[config.mk]
export PLATFORM = sky130hd
export DESIGN_NAME = nvsc_host
export DESIGN_NICKNAME = d
export VERILOG_FILES = /design/src/hw/nvsc_pkg.sv /design/src/hw/nvsc_host.sv /design/src/hw/nvsc_seq_rom.sv
export SDC_FILE = /design/constraint.sdc
export NUM_CORES = 1
export LEC_CHECK = 0
export ABC_CLOCK_PERIOD_IN_PS = 3600
export BUFFER_PORTS_ARGS = -buffer_cell sky130_fd_sc_hd__buf_2
export CAP_MARGIN = 20
export CORE_AREA = 2 2 124 126
export DETAILED_ROUTE_END_ITERATION = 8
export DIE_AREA = 0 0 126 128
export HOLD_SLACK_MARGIN = 0.08
export PLACE_DENSITY_LB_ADDON = 0.12
export SLEW_MARGIN = 15
export SYNTH_ARGS = -nofsm -noshare
export SYNTH_HDL_FRONTEND = slang
export SYNTH_HIERARCHICAL = 1
export SYNTH_SLANG_ARGS = --single-unit
[constraint.sdc]
create_clock -name clk_sys -period 3.6 [get_ports clk_sys]
set_input_delay 0 -clock clk_sys [delete_from_list [all_inputs] [get_ports clk_sys]]
set_output_delay 0 -clock clk_sys [all_outputs]
set_load 0.02 [all_outputs]
[src/hw/nvsc_pkg.sv]
/*
 constants for the host-side controller of an 8k x 8 nonvolatile sram.
 assumes a 125 mhz system clock; pin timing is expressed in clk_sys cycles.
*/
package nvsc_pkg;
  localparam int unsigned CLK_MHZ = 125;
  localparam int unsigned CLK_NS = 8;
  // access and write pulse figures, ns
  localparam int unsigned T_ACCESS_NS = 55;
  localparam int unsigned T_WRPULSE_NS = 45;
  localparam int unsigned T_RECOVER_NS = 25;
  // nonvolatile busy times
  localparam int unsigned T_STORE_MS = 12;
  localparam int unsigned T_RECALL_US = 25;
  // least times round up to whole cycles, access gets one cycle more
  localparam int unsigned ACC_CYC = (T_ACCESS_NS + CLK_NS - 1) / CLK_NS + 1;
  localparam int unsigned WR_CYC = (T_WRPULSE_NS + CLK_NS - 1) / CLK_NS;
  localparam int unsigned REC_CYC = (T_RECOVER_NS + CLK_NS - 1) / CLK_NS;
  localparam int unsigned STORE_CYC = T_STORE_MS * 1000 * CLK_MHZ;
  localparam int unsigned RECALL_CYC = T_RECALL_US * CLK_MHZ;
  localparam int unsigned AW = 13;
  localparam int unsigned DW = 8;
  // nonvolatile sequence addresses
  localparam logic [12:0] SEQ_A0 = 13'h0000;
  localparam logic [12:0] SEQ_A1 = 13'h1555;
  localparam logic [12:0] SEQ_A2 = 13'h0aaa;
  localparam logic [12:0] SEQ_A3 = 13'h1fff;
  localparam logic [12:0] SEQ_A4 = 13'h10f0;
  localparam logic [12:0] SEQ_STORE = 13'h0f0f;
  localparam logic [12:0] SEQ_RECALL = 13'h0f0e;
  localparam logic [2:0] SEQ_LEN = 3'h6;
  typedef enum logic [1:0] {
    NVSC_OP_READ = 2'b00,
    NVSC_OP_WRITE = 2'b01,
    NVSC_OP_STORE = 2'b10,
    NVSC_OP_RECALL = 2'b11
  } nvsc_op_t;
endpackage

[src/hw/nvsc_host.sv]
/*
 host controller driving an 8k x 8 nonvolatile sram over its pins.
 assumes a single-beat request port and pins synchronous to clk_sys.
*/
// Summary of operation
// - a store is six back-to-back reads of 0000,1555,0aaa,1fff,10f0,0f0f.
// - a recall uses the same first five reads and 0f0e as the sixth.
// - the write strobe stays high during all six sequence reads.
// - every read keeps the write strobe high for the whole access.
`timescale 1ns/100ps
module nvsc_host
#(
  parameter int unsigned STORE_CYCLES = nvsc_pkg::STORE_CYC,
  parameter int unsigned RECALL_CYCLES = nvsc_pkg::RECALL_CYC,
  parameter int unsigned POWERUP_CYCLES = nvsc_pkg::RECALL_CYC
)
(
  input wire logic clk_sys,
  input wire logic srst,
  input wire logic req_valid,
  output logic req_ready,
  input wire nvsc_pkg::nvsc_op_t req_op,
  input wire logic [12:0] req_addr,
  input wire logic [7:0] req_wdata,
  output logic rsp_valid,
  output logic [7:0] rsp_rdata,
  output logic nv_busy,
  output logic [12:0] mem_addr,
  output logic mem_ce_n,
  output logic mem_we_n,
  output logic mem_oe_n,
  input wire logic [7:0] mem_dq_i,
  output logic [7:0] mem_dq_o,
  output logic mem_dq_oe
);
  typedef enum logic [2:0] {
    NVSC_ST_IDLE = 3'b000,
    NVSC_ST_RD = 3'b001,
    NVSC_ST_WR = 3'b010,
    NVSC_ST_GAP = 3'b011,
    NVSC_ST_NVWAIT = 3'b100,
    NVSC_ST_SEQSET = 3'b101
  } nvsc_state_t;

  nvsc_state_t state_r, state_nxt;
  logic [24:0] cnt_r, cnt_nxt;
  logic [2:0] step_r, step_nxt;
  logic seq_r, seq_nxt;
  logic recall_r, recall_nxt;
  logic [12:0] addr_r, addr_nxt;
  logic ce_n_r, ce_n_nxt;
  logic we_n_r, we_n_nxt;
  logic oe_n_r, oe_n_nxt;
  logic [7:0] wdata_r, wdata_nxt;
  logic dq_oe_r, dq_oe_nxt;
  logic rsp_valid_r, rsp_valid_nxt;
  logic [7:0] rdata_r, rdata_nxt;
  logic [12:0] seq_addr;

  nvsc_seq_rom i_nvsc_seq_rom
  (
    .clk_sys(clk_sys),
    .idx(step_nxt),
    .is_recall(recall_nxt),
    .addr(seq_addr)
  );

  assign req_ready = (state_r == NVSC_ST_IDLE);
  assign nv_busy = (state_r == NVSC_ST_NVWAIT);
  assign rsp_valid = rsp_valid_r;
  assign rsp_rdata = rdata_r;
  assign mem_addr = addr_r;
  assign mem_ce_n = ce_n_r;
  assign mem_we_n = we_n_r;
  assign mem_oe_n = oe_n_r;
  assign mem_dq_o = wdata_r;
  assign mem_dq_oe = dq_oe_r;

  always_comb
  begin
    state_nxt = state_r;
    cnt_nxt = cnt_r;
    step_nxt = step_r;
    seq_nxt = seq_r;
    recall_nxt = recall_r;
    addr_nxt = addr_r;
    ce_n_nxt = ce_n_r;
    we_n_nxt = we_n_r;
    oe_n_nxt = oe_n_r;
    wdata_nxt = wdata_r;
    dq_oe_nxt = dq_oe_r;
    rsp_valid_nxt = 1'b0;
    rdata_nxt = rdata_r;
    unique case (state_r)
      NVSC_ST_IDLE:
      begin
        if (req_valid)
        begin
          unique case (req_op)
            nvsc_pkg::NVSC_OP_READ:
            begin
              addr_nxt = req_addr;
              we_n_nxt = 1'b1;
              ce_n_nxt = 1'b0;
              oe_n_nxt = 1'b0;
              cnt_nxt = 25'(nvsc_pkg::ACC_CYC);
              state_nxt = NVSC_ST_RD;
            end
            nvsc_pkg::NVSC_OP_WRITE:
            begin
              // write with ce and we low
              // we falls with ce; oe held high keeps device outputs off
              addr_nxt = req_addr;
              wdata_nxt = req_wdata;
              dq_oe_nxt = 1'b1;
              oe_n_nxt = 1'b1;
              we_n_nxt = 1'b0;
              ce_n_nxt = 1'b0;
              cnt_nxt = 25'(nvsc_pkg::WR_CYC);
              state_nxt = NVSC_ST_WR;
            end
            nvsc_pkg::NVSC_OP_STORE, nvsc_pkg::NVSC_OP_RECALL:
            begin
              seq_nxt = 1'b1;
              recall_nxt = (req_op == nvsc_pkg::NVSC_OP_RECALL);
              step_nxt = 3'h0;
              state_nxt = NVSC_ST_SEQSET;
            end
          endcase
        end
      end
      NVSC_ST_SEQSET:
      begin
        // sixth address picks store or recall
        addr_nxt = seq_addr;
        // write strobe held high in the sequence
        we_n_nxt = 1'b1;
        // oe kept high, sequence needs no output
        oe_n_nxt = 1'b1;
        ce_n_nxt = 1'b0;
        cnt_nxt = 25'(nvsc_pkg::ACC_CYC);
        state_nxt = NVSC_ST_RD;
      end
      NVSC_ST_RD:
      begin
        if (cnt_r > 25'h1)
        begin
          cnt_nxt = cnt_r - 25'h1;
        end
        else
        begin
          ce_n_nxt = 1'b1;
          oe_n_nxt = 1'b1;
          if (!seq_r)
          begin
            rdata_nxt = mem_dq_i;
            rsp_valid_nxt = 1'b1;
          end
          cnt_nxt = 25'(nvsc_pkg::REC_CYC);
          state_nxt = NVSC_ST_GAP;
        end
      end
      NVSC_ST_WR:
      begin
        if (cnt_r > 25'h1)
        begin
          cnt_nxt = cnt_r - 25'h1;
        end
        else
        begin
          ce_n_nxt = 1'b1;
          we_n_nxt = 1'b1;
          rsp_valid_nxt = 1'b1;
          cnt_nxt = 25'(nvsc_pkg::REC_CYC);
          state_nxt = NVSC_ST_GAP;
        end
      end
      NVSC_ST_GAP:
      begin
        dq_oe_nxt = 1'b0;
        if (cnt_r > 25'h1)
        begin
          cnt_nxt = cnt_r - 25'h1;
        end
        else if (seq_r && step_r != nvsc_pkg::SEQ_LEN - 3'h1)
        begin
          // exactly one ce cycle per step
          step_nxt = step_r + 3'h1;
          state_nxt = NVSC_ST_SEQSET;
        end
        else if (seq_r)
        begin
          seq_nxt = 1'b0;
          cnt_nxt = recall_r ? 25'(RECALL_CYCLES) : 25'(STORE_CYCLES);
          state_nxt = NVSC_ST_NVWAIT;
        end
        else
        begin
          state_nxt = NVSC_ST_IDLE;
        end
      end
      NVSC_ST_NVWAIT:
      begin
        if (cnt_r > 25'h1)
        begin
          cnt_nxt = cnt_r - 25'h1;
        end
        else
        begin
          rsp_valid_nxt = 1'b1;
          state_nxt = NVSC_ST_IDLE;
        end
      end
      default:
      begin
        state_nxt = NVSC_ST_IDLE;
      end
    endcase
  end

  always_ff @(posedge clk_sys)
  begin
    if (srst)
    begin
      // device recalls on power-up, wait it out
      state_r <= NVSC_ST_NVWAIT;
      cnt_r <= 25'(POWERUP_CYCLES);
      step_r <= 3'h0;
      seq_r <= 1'b0;
      recall_r <= 1'b0;
      addr_r <= 13'h0000;
      ce_n_r <= 1'b1;
      we_n_r <= 1'b1;
      oe_n_r <= 1'b1;
      wdata_r <= 8'h00;
      dq_oe_r <= 1'b0;
      rsp_valid_r <= 1'b0;
      rdata_r <= 8'h00;
    end
    else
    begin
      state_r <= state_nxt;
      cnt_r <= cnt_nxt;
      step_r <= step_nxt;
      seq_r <= seq_nxt;
      recall_r <= recall_nxt;
      addr_r <= addr_nxt;
      ce_n_r <= ce_n_nxt;
      we_n_r <= we_n_nxt;
      oe_n_r <= oe_n_nxt;
      wdata_r <= wdata_nxt;
      dq_oe_r <= dq_oe_nxt;
      rsp_valid_r <= rsp_valid_nxt;
      rdata_r <= rdata_nxt;
    end
  end
endmodule // nvsc_host

[src/hw/nvsc_seq_rom.sv]
/*
 registered lookup of the six-step nonvolatile address sequence.
 assumes index below six; the last entry depends on store or recall.
*/
`timescale 1ns/100ps
module nvsc_seq_rom
(
  input wire logic clk_sys,
  input wire logic [2:0] idx,
  input wire logic is_recall,
  output logic [12:0] addr
);
  logic [12:0] addr_nxt;
  always_comb
  begin
    unique case (idx)
      3'h0: addr_nxt = nvsc_pkg::SEQ_A0;
      3'h1: addr_nxt = nvsc_pkg::SEQ_A1;
      3'h2: addr_nxt = nvsc_pkg::SEQ_A2;
      3'h3: addr_nxt = nvsc_pkg::SEQ_A3;
      3'h4: addr_nxt = nvsc_pkg::SEQ_A4;
      3'h5: addr_nxt = is_recall ? nvsc_pkg::SEQ_RECALL
                                 : nvsc_pkg::SEQ_STORE;
      default: addr_nxt = nvsc_pkg::SEQ_A0;
    endcase
  end
  always_ff @(posedge clk_sys)
  begin
    addr <= addr_nxt;
  end
endmodule // nvsc_seq_rom
# Word-level counts from Yosys, hierarchy flattened
# Cells that the tools add are included.
totals:
  register_bits: 80
  in_bits: 34
  out_inout_bits: 36
  word_cells: 122
op_classes:
  n_addsub: 2
  order_cmp: 1
  eq_ne: 28
  muxes: 52
  bitwise: 2
  reduce_logical: 23
ops:
  columns: ["op", "count"]
  rows:
  - ["25-bit 2-to-1 mux", 6]
  - ["25-bit case mux with 5 select lines", 1]
  - ["13-bit case mux with 5 select lines", 1]
  - ["25-bit case mux with 2 select lines", 1]
  - ["3-bit 2-to-1 mux", 10]
  - ["13-bit 2-to-1 mux", 2]
  - ["13-bit case mux with 2 select lines", 1]
  - ["25-bit by 1-bit > comparator with 1-bit output (second input constant)", 1]
  - ["25-bit by 1-bit subtractor with 25-bit output (second input constant)", 1]
  - ["21-bit 2-to-1 mux", 1]
  - ["1-bit 2-to-1 mux", 18]
  - ["2-bit != test (second input constant)", 8]
  - ["4-bit AND reduction", 4]
  - ["3-bit case mux with 5 select lines", 1]
  - ["3-bit by 2-bit equality test with 1-bit output (second input constant)", 4]
  - ["3-bit equality test (second input constant)", 4]
  - ["3-bit AND reduction", 4]
  - ["1-bit case mux with 2 select lines", 5]
  - ["3-bit != test (second input constant)", 3]
  - ["1-bit case mux with 3 select lines", 3]
  - ["3-bit case mux with 3 select lines", 1]
  - ["3-bit nonzero test", 3]
  - ["2-bit OR reduction", 4]
  - ["3-bit by 1-bit equality test with 1-bit output (second input constant)", 2]
  - ["other kinds (14)", 19]

# Depth between registers and ports, before layout
logic_depth:
  word_depth: 7
  mapped_depth: 10
  ltp_nobuf: 9

# Modules after synthesis
# Netlist, hierarchy kept.
modules_own_cells:
  columns: ["module", "n_inst", "cells_each", "area_each_um2"]
  rows:
  - ["nvsc_host", 1, 497, 3972.6]
  - ["nvsc_seq_rom", 1, 23, 215.2]

# Worst setup path after synthesis
# Ideal clock, no wire load.
synth_timing:
  path_type: "register -> register"
  startpoint: "register cnt_r[8]"
  endpoint: "register i_nvsc_seq_rom.addr[6]"
  arrival_time_ns: 2.355
  required_ns: 3.526
  setup_slack_ns: 1.171
  stages_incl_launch_ff: 11
  n_path_buf: 3
  period_less_slack_ns: 2.429
  cell_sequence: "dfxtp_1 buf_6 nor4_4 and4_1 buf_4 buf_4 a31oi_1 o21ai_0 nand2_1 or3b_1 o21ai_0"
synth_via:
  elab_chain_cells: 5
  word_cells_on_any_way: 9
synth_rtl:
  columns: ["item", "line_no", "source"]
  rows:
  - ["start, declared", "nvsc_host.sv:46", "logic [24:0] cnt_r, cnt_nxt;"]
  - ["start signal, assigned", "nvsc_host.sv:227", "cnt_r <= 25'(POWERUP_CYCLES);"]
  - ["start signal, assigned", "nvsc_host.sv:243", "cnt_r <= cnt_nxt;"]
  - ["25-bit by 1-bit > comparator with 1-bit output *", "nvsc_host.sv:181", "if (cnt_r > 25'h1)"]
  - ["3-bit 2-to-1 mux *", "nvsc_host.sv:181", null]
  - ["3-bit case mux with 2 select lines *", "nvsc_host.sv:94", "unique case (state_r)"]
  - ["named net step_nxt[1]", "nvsc_host.sv:47", "logic [2:0] step_r, step_nxt;"]
  - ["3-bit equality test (tied with other cells)", "nvsc_seq_rom.sv:16", "unique case (idx)"]
  - ["13-bit case mux with 5 select lines *", "nvsc_seq_rom.sv:16", null]
  - ["end signal, assigned", "nvsc_seq_rom.sv:29", "addr <= addr_nxt;"]
  - ["end, declared", "nvsc_seq_rom.sv:11", "output logic [12:0] addr"]
# The timed path passes the listed nets; every way through them passes the cells marked *.
# A chain may end at the register's enable or synchronous reset.

# Worst setup path after layout
layout_timing:
  startpoint: "register state_r[2]"
  endpoint: "register cnt_r[7]"
layout_via:
  elab_chain_cells: 4
  word_cells_on_any_way: 15
layout_rtl:
  columns: ["item", "line_no", "source"]
  rows:
  - ["start, declared", "nvsc_host.sv:45", "nvsc_state_t state_r, state_nxt;"]
  - ["start signal, assigned", "nvsc_host.sv:242", "state_r <= state_nxt;"]
  - ["3-bit by 2-bit equality test with 1-bit output / 3-bit by 1-bit equality test with 1-bit output (equally long branches)", "nvsc_host.sv:94", null]
  - ["2-bit OR reduction (no source line)", null, null]
  - ["5-bit nonzero test (no source line)", null, null]
  - ["6-bit AND reduction (no source line)", null, null]
# Parallel ways exist; a longest one is shown, timed or not.

==> flow_summary.json <==
{
  "status": "complete, no violations",
  "die_h_um": 128,
  "num_antenna_cells": 0,
  "fin_skew_ns": 0.00935,
  "htree_levels": 3,
  "crit_type": "reg -> reg",
  "drv_slew": 0,
  "power_density_nw_per_um2": 387,
  "mappedNetlistNets": 558,
  "cp_max_fo": 24,
  "top_layer_used": "met4",
  "final_hold_viol_count": 0,
  "ys_seq_area_frac": 0.344,
  "drt_wl_total_um": 14200,
  "clkSlewWorstSetupHoldPaths_ns": 0.06,
  "endpoint_kind": "flop",
  "die_area_um2": 16100,
  "synth_top_cells_by_area": "dfxtp_1 (34%), nand2_1 (5.2%), nor2_1 (4.0%)",
  "synthCells": 520,
  "pin_count": 70,
  "fin_nets": 635,
  "first_iter_violations": 288,
  "layout_common_cells": "dfxtp_1 (72), buf_2 (69), nand2_1 (58)",
  "tightest_slew_ns": 0.870,
  "firstDrtPassIters": 5,
  "synth_area_leader_cell": "dfxtp_1",
  "syn_area_per_cell_um2": 8.05,
  "cts-buffers-inserted": 9,
  "synth_cell_types": 72,
  "fin_tns_setup_ns": 0,
  "cts_sinks": 72,
  "crit_arrival_ns": 3.03,
  "fin_area_um2": 5290,
  "final_core_util": 0.356,
  "leakage_uw": 0.00204,
  "nFillCells": 1580,
  "setup_viol": 0,
  "rrSetupSlack_ns": 0.82,
  "rsz0062_at_grt": "no",
  "core_area_um2": 14900,
  "min_period_ns": 2.78,
  "post_cts_buffers": 0,
  "grt_pass1_vias": 4247,
  "ys_dominant_reg_cell": "dfxtp_1",
  "antenna_found_initial": 0,
  "clockBufferDepth": 2,
  "total_power_uw": 2040,
  "die_x_um": 126,
  "routed_via_density": 5.55,
  "grt_pass1_wl_um": 22600,
  "wl_met3_um": 838,
  "grt_usage": 0.176,
  "rows": 45,
  "required_ns": 3.86,
  "hp-class": "in -> reg",
  "grt_max_degree": 30,
  "maxCapViolCount": 0,
  "place_area_um2": 4640,
  "timing.hold.ws_ns": 0.116,
  "vias": 4382,
  "synth-edff-count": 0,
  "drtAntennaViolNets": 0,
  "cp-start-kind": "flop",
  "root_buffer": "clkbuf_16",
  "finalCritPeriodShare": 0.771,
  "syn_to_final_growth_pct": 26.2,
  "dp_hpwl_um": 9590,
  "grt_overflow": 0,
  "synth-seq-cells": 72,
  "worstSkewPairLatency_ns": 0.35,
  "ir_worst_vdd_uv": 184,
  "dr_wl_met2_um": 6550,
  "ys_warn_count": 6,
  "port_buffers": 69,
  "start_util": 0.282,
  "syn_area_um2": 4190,
  "wl_per_cell_um": 18.0,
  "max_freq_ghz": 0.360,
  "yosys.area.top_type_share": 0.344,
  "final_common_cell": "dfxtp_1",
  "cts_tree": "built",
  "gp_congestion": 0.839,
  "final_layout_size_suffix_gt1_frac": 0.193,
  "async_flop_share": 0,
  "drc": 0,
  "drt-met1-wl_um": 6560,
  "slew_headroom": 0.419
}
==> state kept, by name, summed over array words and instances (netlist names) <==
| signal | cells |
|---|---|
| mem_dq_o | 8 |
| mem_addr | 13 |
| step_r | 3 |
| rsp_rdata | 8 |
| state_r | 3 |
| recall_r | 1 |
| i_nvsc_seq_rom/addr | 5 |
| mem_we_n | 1 |
| mem_dq_oe | 1 |
| seq_r | 1 |
| mem_ce_n | 1 |
| cnt_r | 25 |
| rsp_valid | 1 |
| mem_oe_n | 1 |
==> cell usage after synthesis, types with 3 or more instances <==
| master | instances |
|---|---|
| buf_6 | 3 |
| nor2_1 | 45 |
| buf_1 | 3 |
| a21oi_1 | 24 |
| nand3_1 | 24 |
| clkbuf_1 | 27 |
| and3_1 | 3 |
| nand4_1 | 6 |
| a211oi_1 | 11 |
| nand2b_1 | 4 |
| buf_2 | 5 |
| xnor2_1 | 4 |
| o21ai_1 | 3 |
| a2111oi_0 | 6 |
| o21bai_1 | 3 |
| nand3b_1 | 5 |
| o21a_1 | 4 |
| inv_1 | 16 |
| dfxtp_1 | 72 |
| mux2i_1 | 9 |
| or4_1 | 4 |
| a41oi_1 | 3 |
| o31ai_1 | 6 |
| a311oi_1 | 14 |
| a31oi_1 | 8 |
| o32ai_1 | 5 |
| o311ai_0 | 6 |
| nor4_1 | 7 |
| o2111ai_1 | 6 |
| o221ai_1 | 3 |
| a21o_1 | 4 |
| o22ai_1 | 3 |
| buf_4 | 10 |
| nor2b_1 | 6 |
| or2_2 | 4 |
| nand2_1 | 58 |
| and2_1 | 3 |
| nor3_1 | 19 |
| ha_1 | 4 |
| o21ai_0 | 20 |
| o211ai_1 | 8 |
==> critical path, cell delays in order, from the launching register on <==
cell     delay, ns
dfxtp_1       0.85
or3b_2        0.70
inv_1         0.46
o21ai_0       0.32
o32ai_1       0.34
==> final timing paths <==
kind	cells after the start	endpoint	from
max	4	cnt_r[7]	state_r[2]
min reg2reg	2	mem_dq_o[6]	mem_dq_o[6]
min	4	mem_oe_n	req_op[1]
max reg2reg	4	cnt_r[7]	state_r[2]
==> per-stage QoR <==
step	setup slack, ns	cells
2_1_floorplan	1.17	520
3_3_place_gp	0.916	744
3_5_place_dp	0.860	744
4_1_cts	0.857	790
5_1_grt	0.562	790
6_report	0.825	790
==> metal layers <==
metal	GRT usage	vias to the layer above
met2	0.275	168
met3	0.0326	18
met4	0.0737	0
met5	0	-
li1	-	2112
met1	0.239	2084
==> area by class of cell <==
class,instances,area [µm²],area share
clock inverters,6,116,0.0220
inverters,16,60.1,0.0114
clock buffers,10,229,0.0433
well taps,188,235,0.0445
flip-flops and latches,72,1440,0.273
multi-input cells,384,2440,0.463
repair buffers,114,758,0.143
==> report_power, final <==
part           internal [µW]  total (µW)  leakage, µW  switching [µW]
clock                    682        1060     0.000167             378
combinational           71.2         162      0.00129            91.3
sequential               806         820     0.000581            14.1
==> repair_timing <==
| action | 4_1_cts | 5_1_grt |
|---|---|---|
| endpoints found under the setup margin | 0 | 0 |
| hold buffers | 30 | 0 |
| hold endpoints to repair | 30 | 0 |
| resized for setup | 0 | 0 |
==> cells by family (layout without fill, tap and decap cells) <==
group                    Yosys count  in the layout  share of synthesized area
flip-flops                        72             72                      0.344
XOR/XNOR                           4              4                    0.00836
multiplexers                      10             10                     0.0242
AND/OR/NAND/NOR                  209            209                      0.263
AO/OA/AOI/OAI                    157            157                      0.275
buffers and inverters             64            146                     0.0732
adder cells (fa/ha/maj)            4              4                     0.0120
Note: power is estimated with default switching activity, not from simulation.
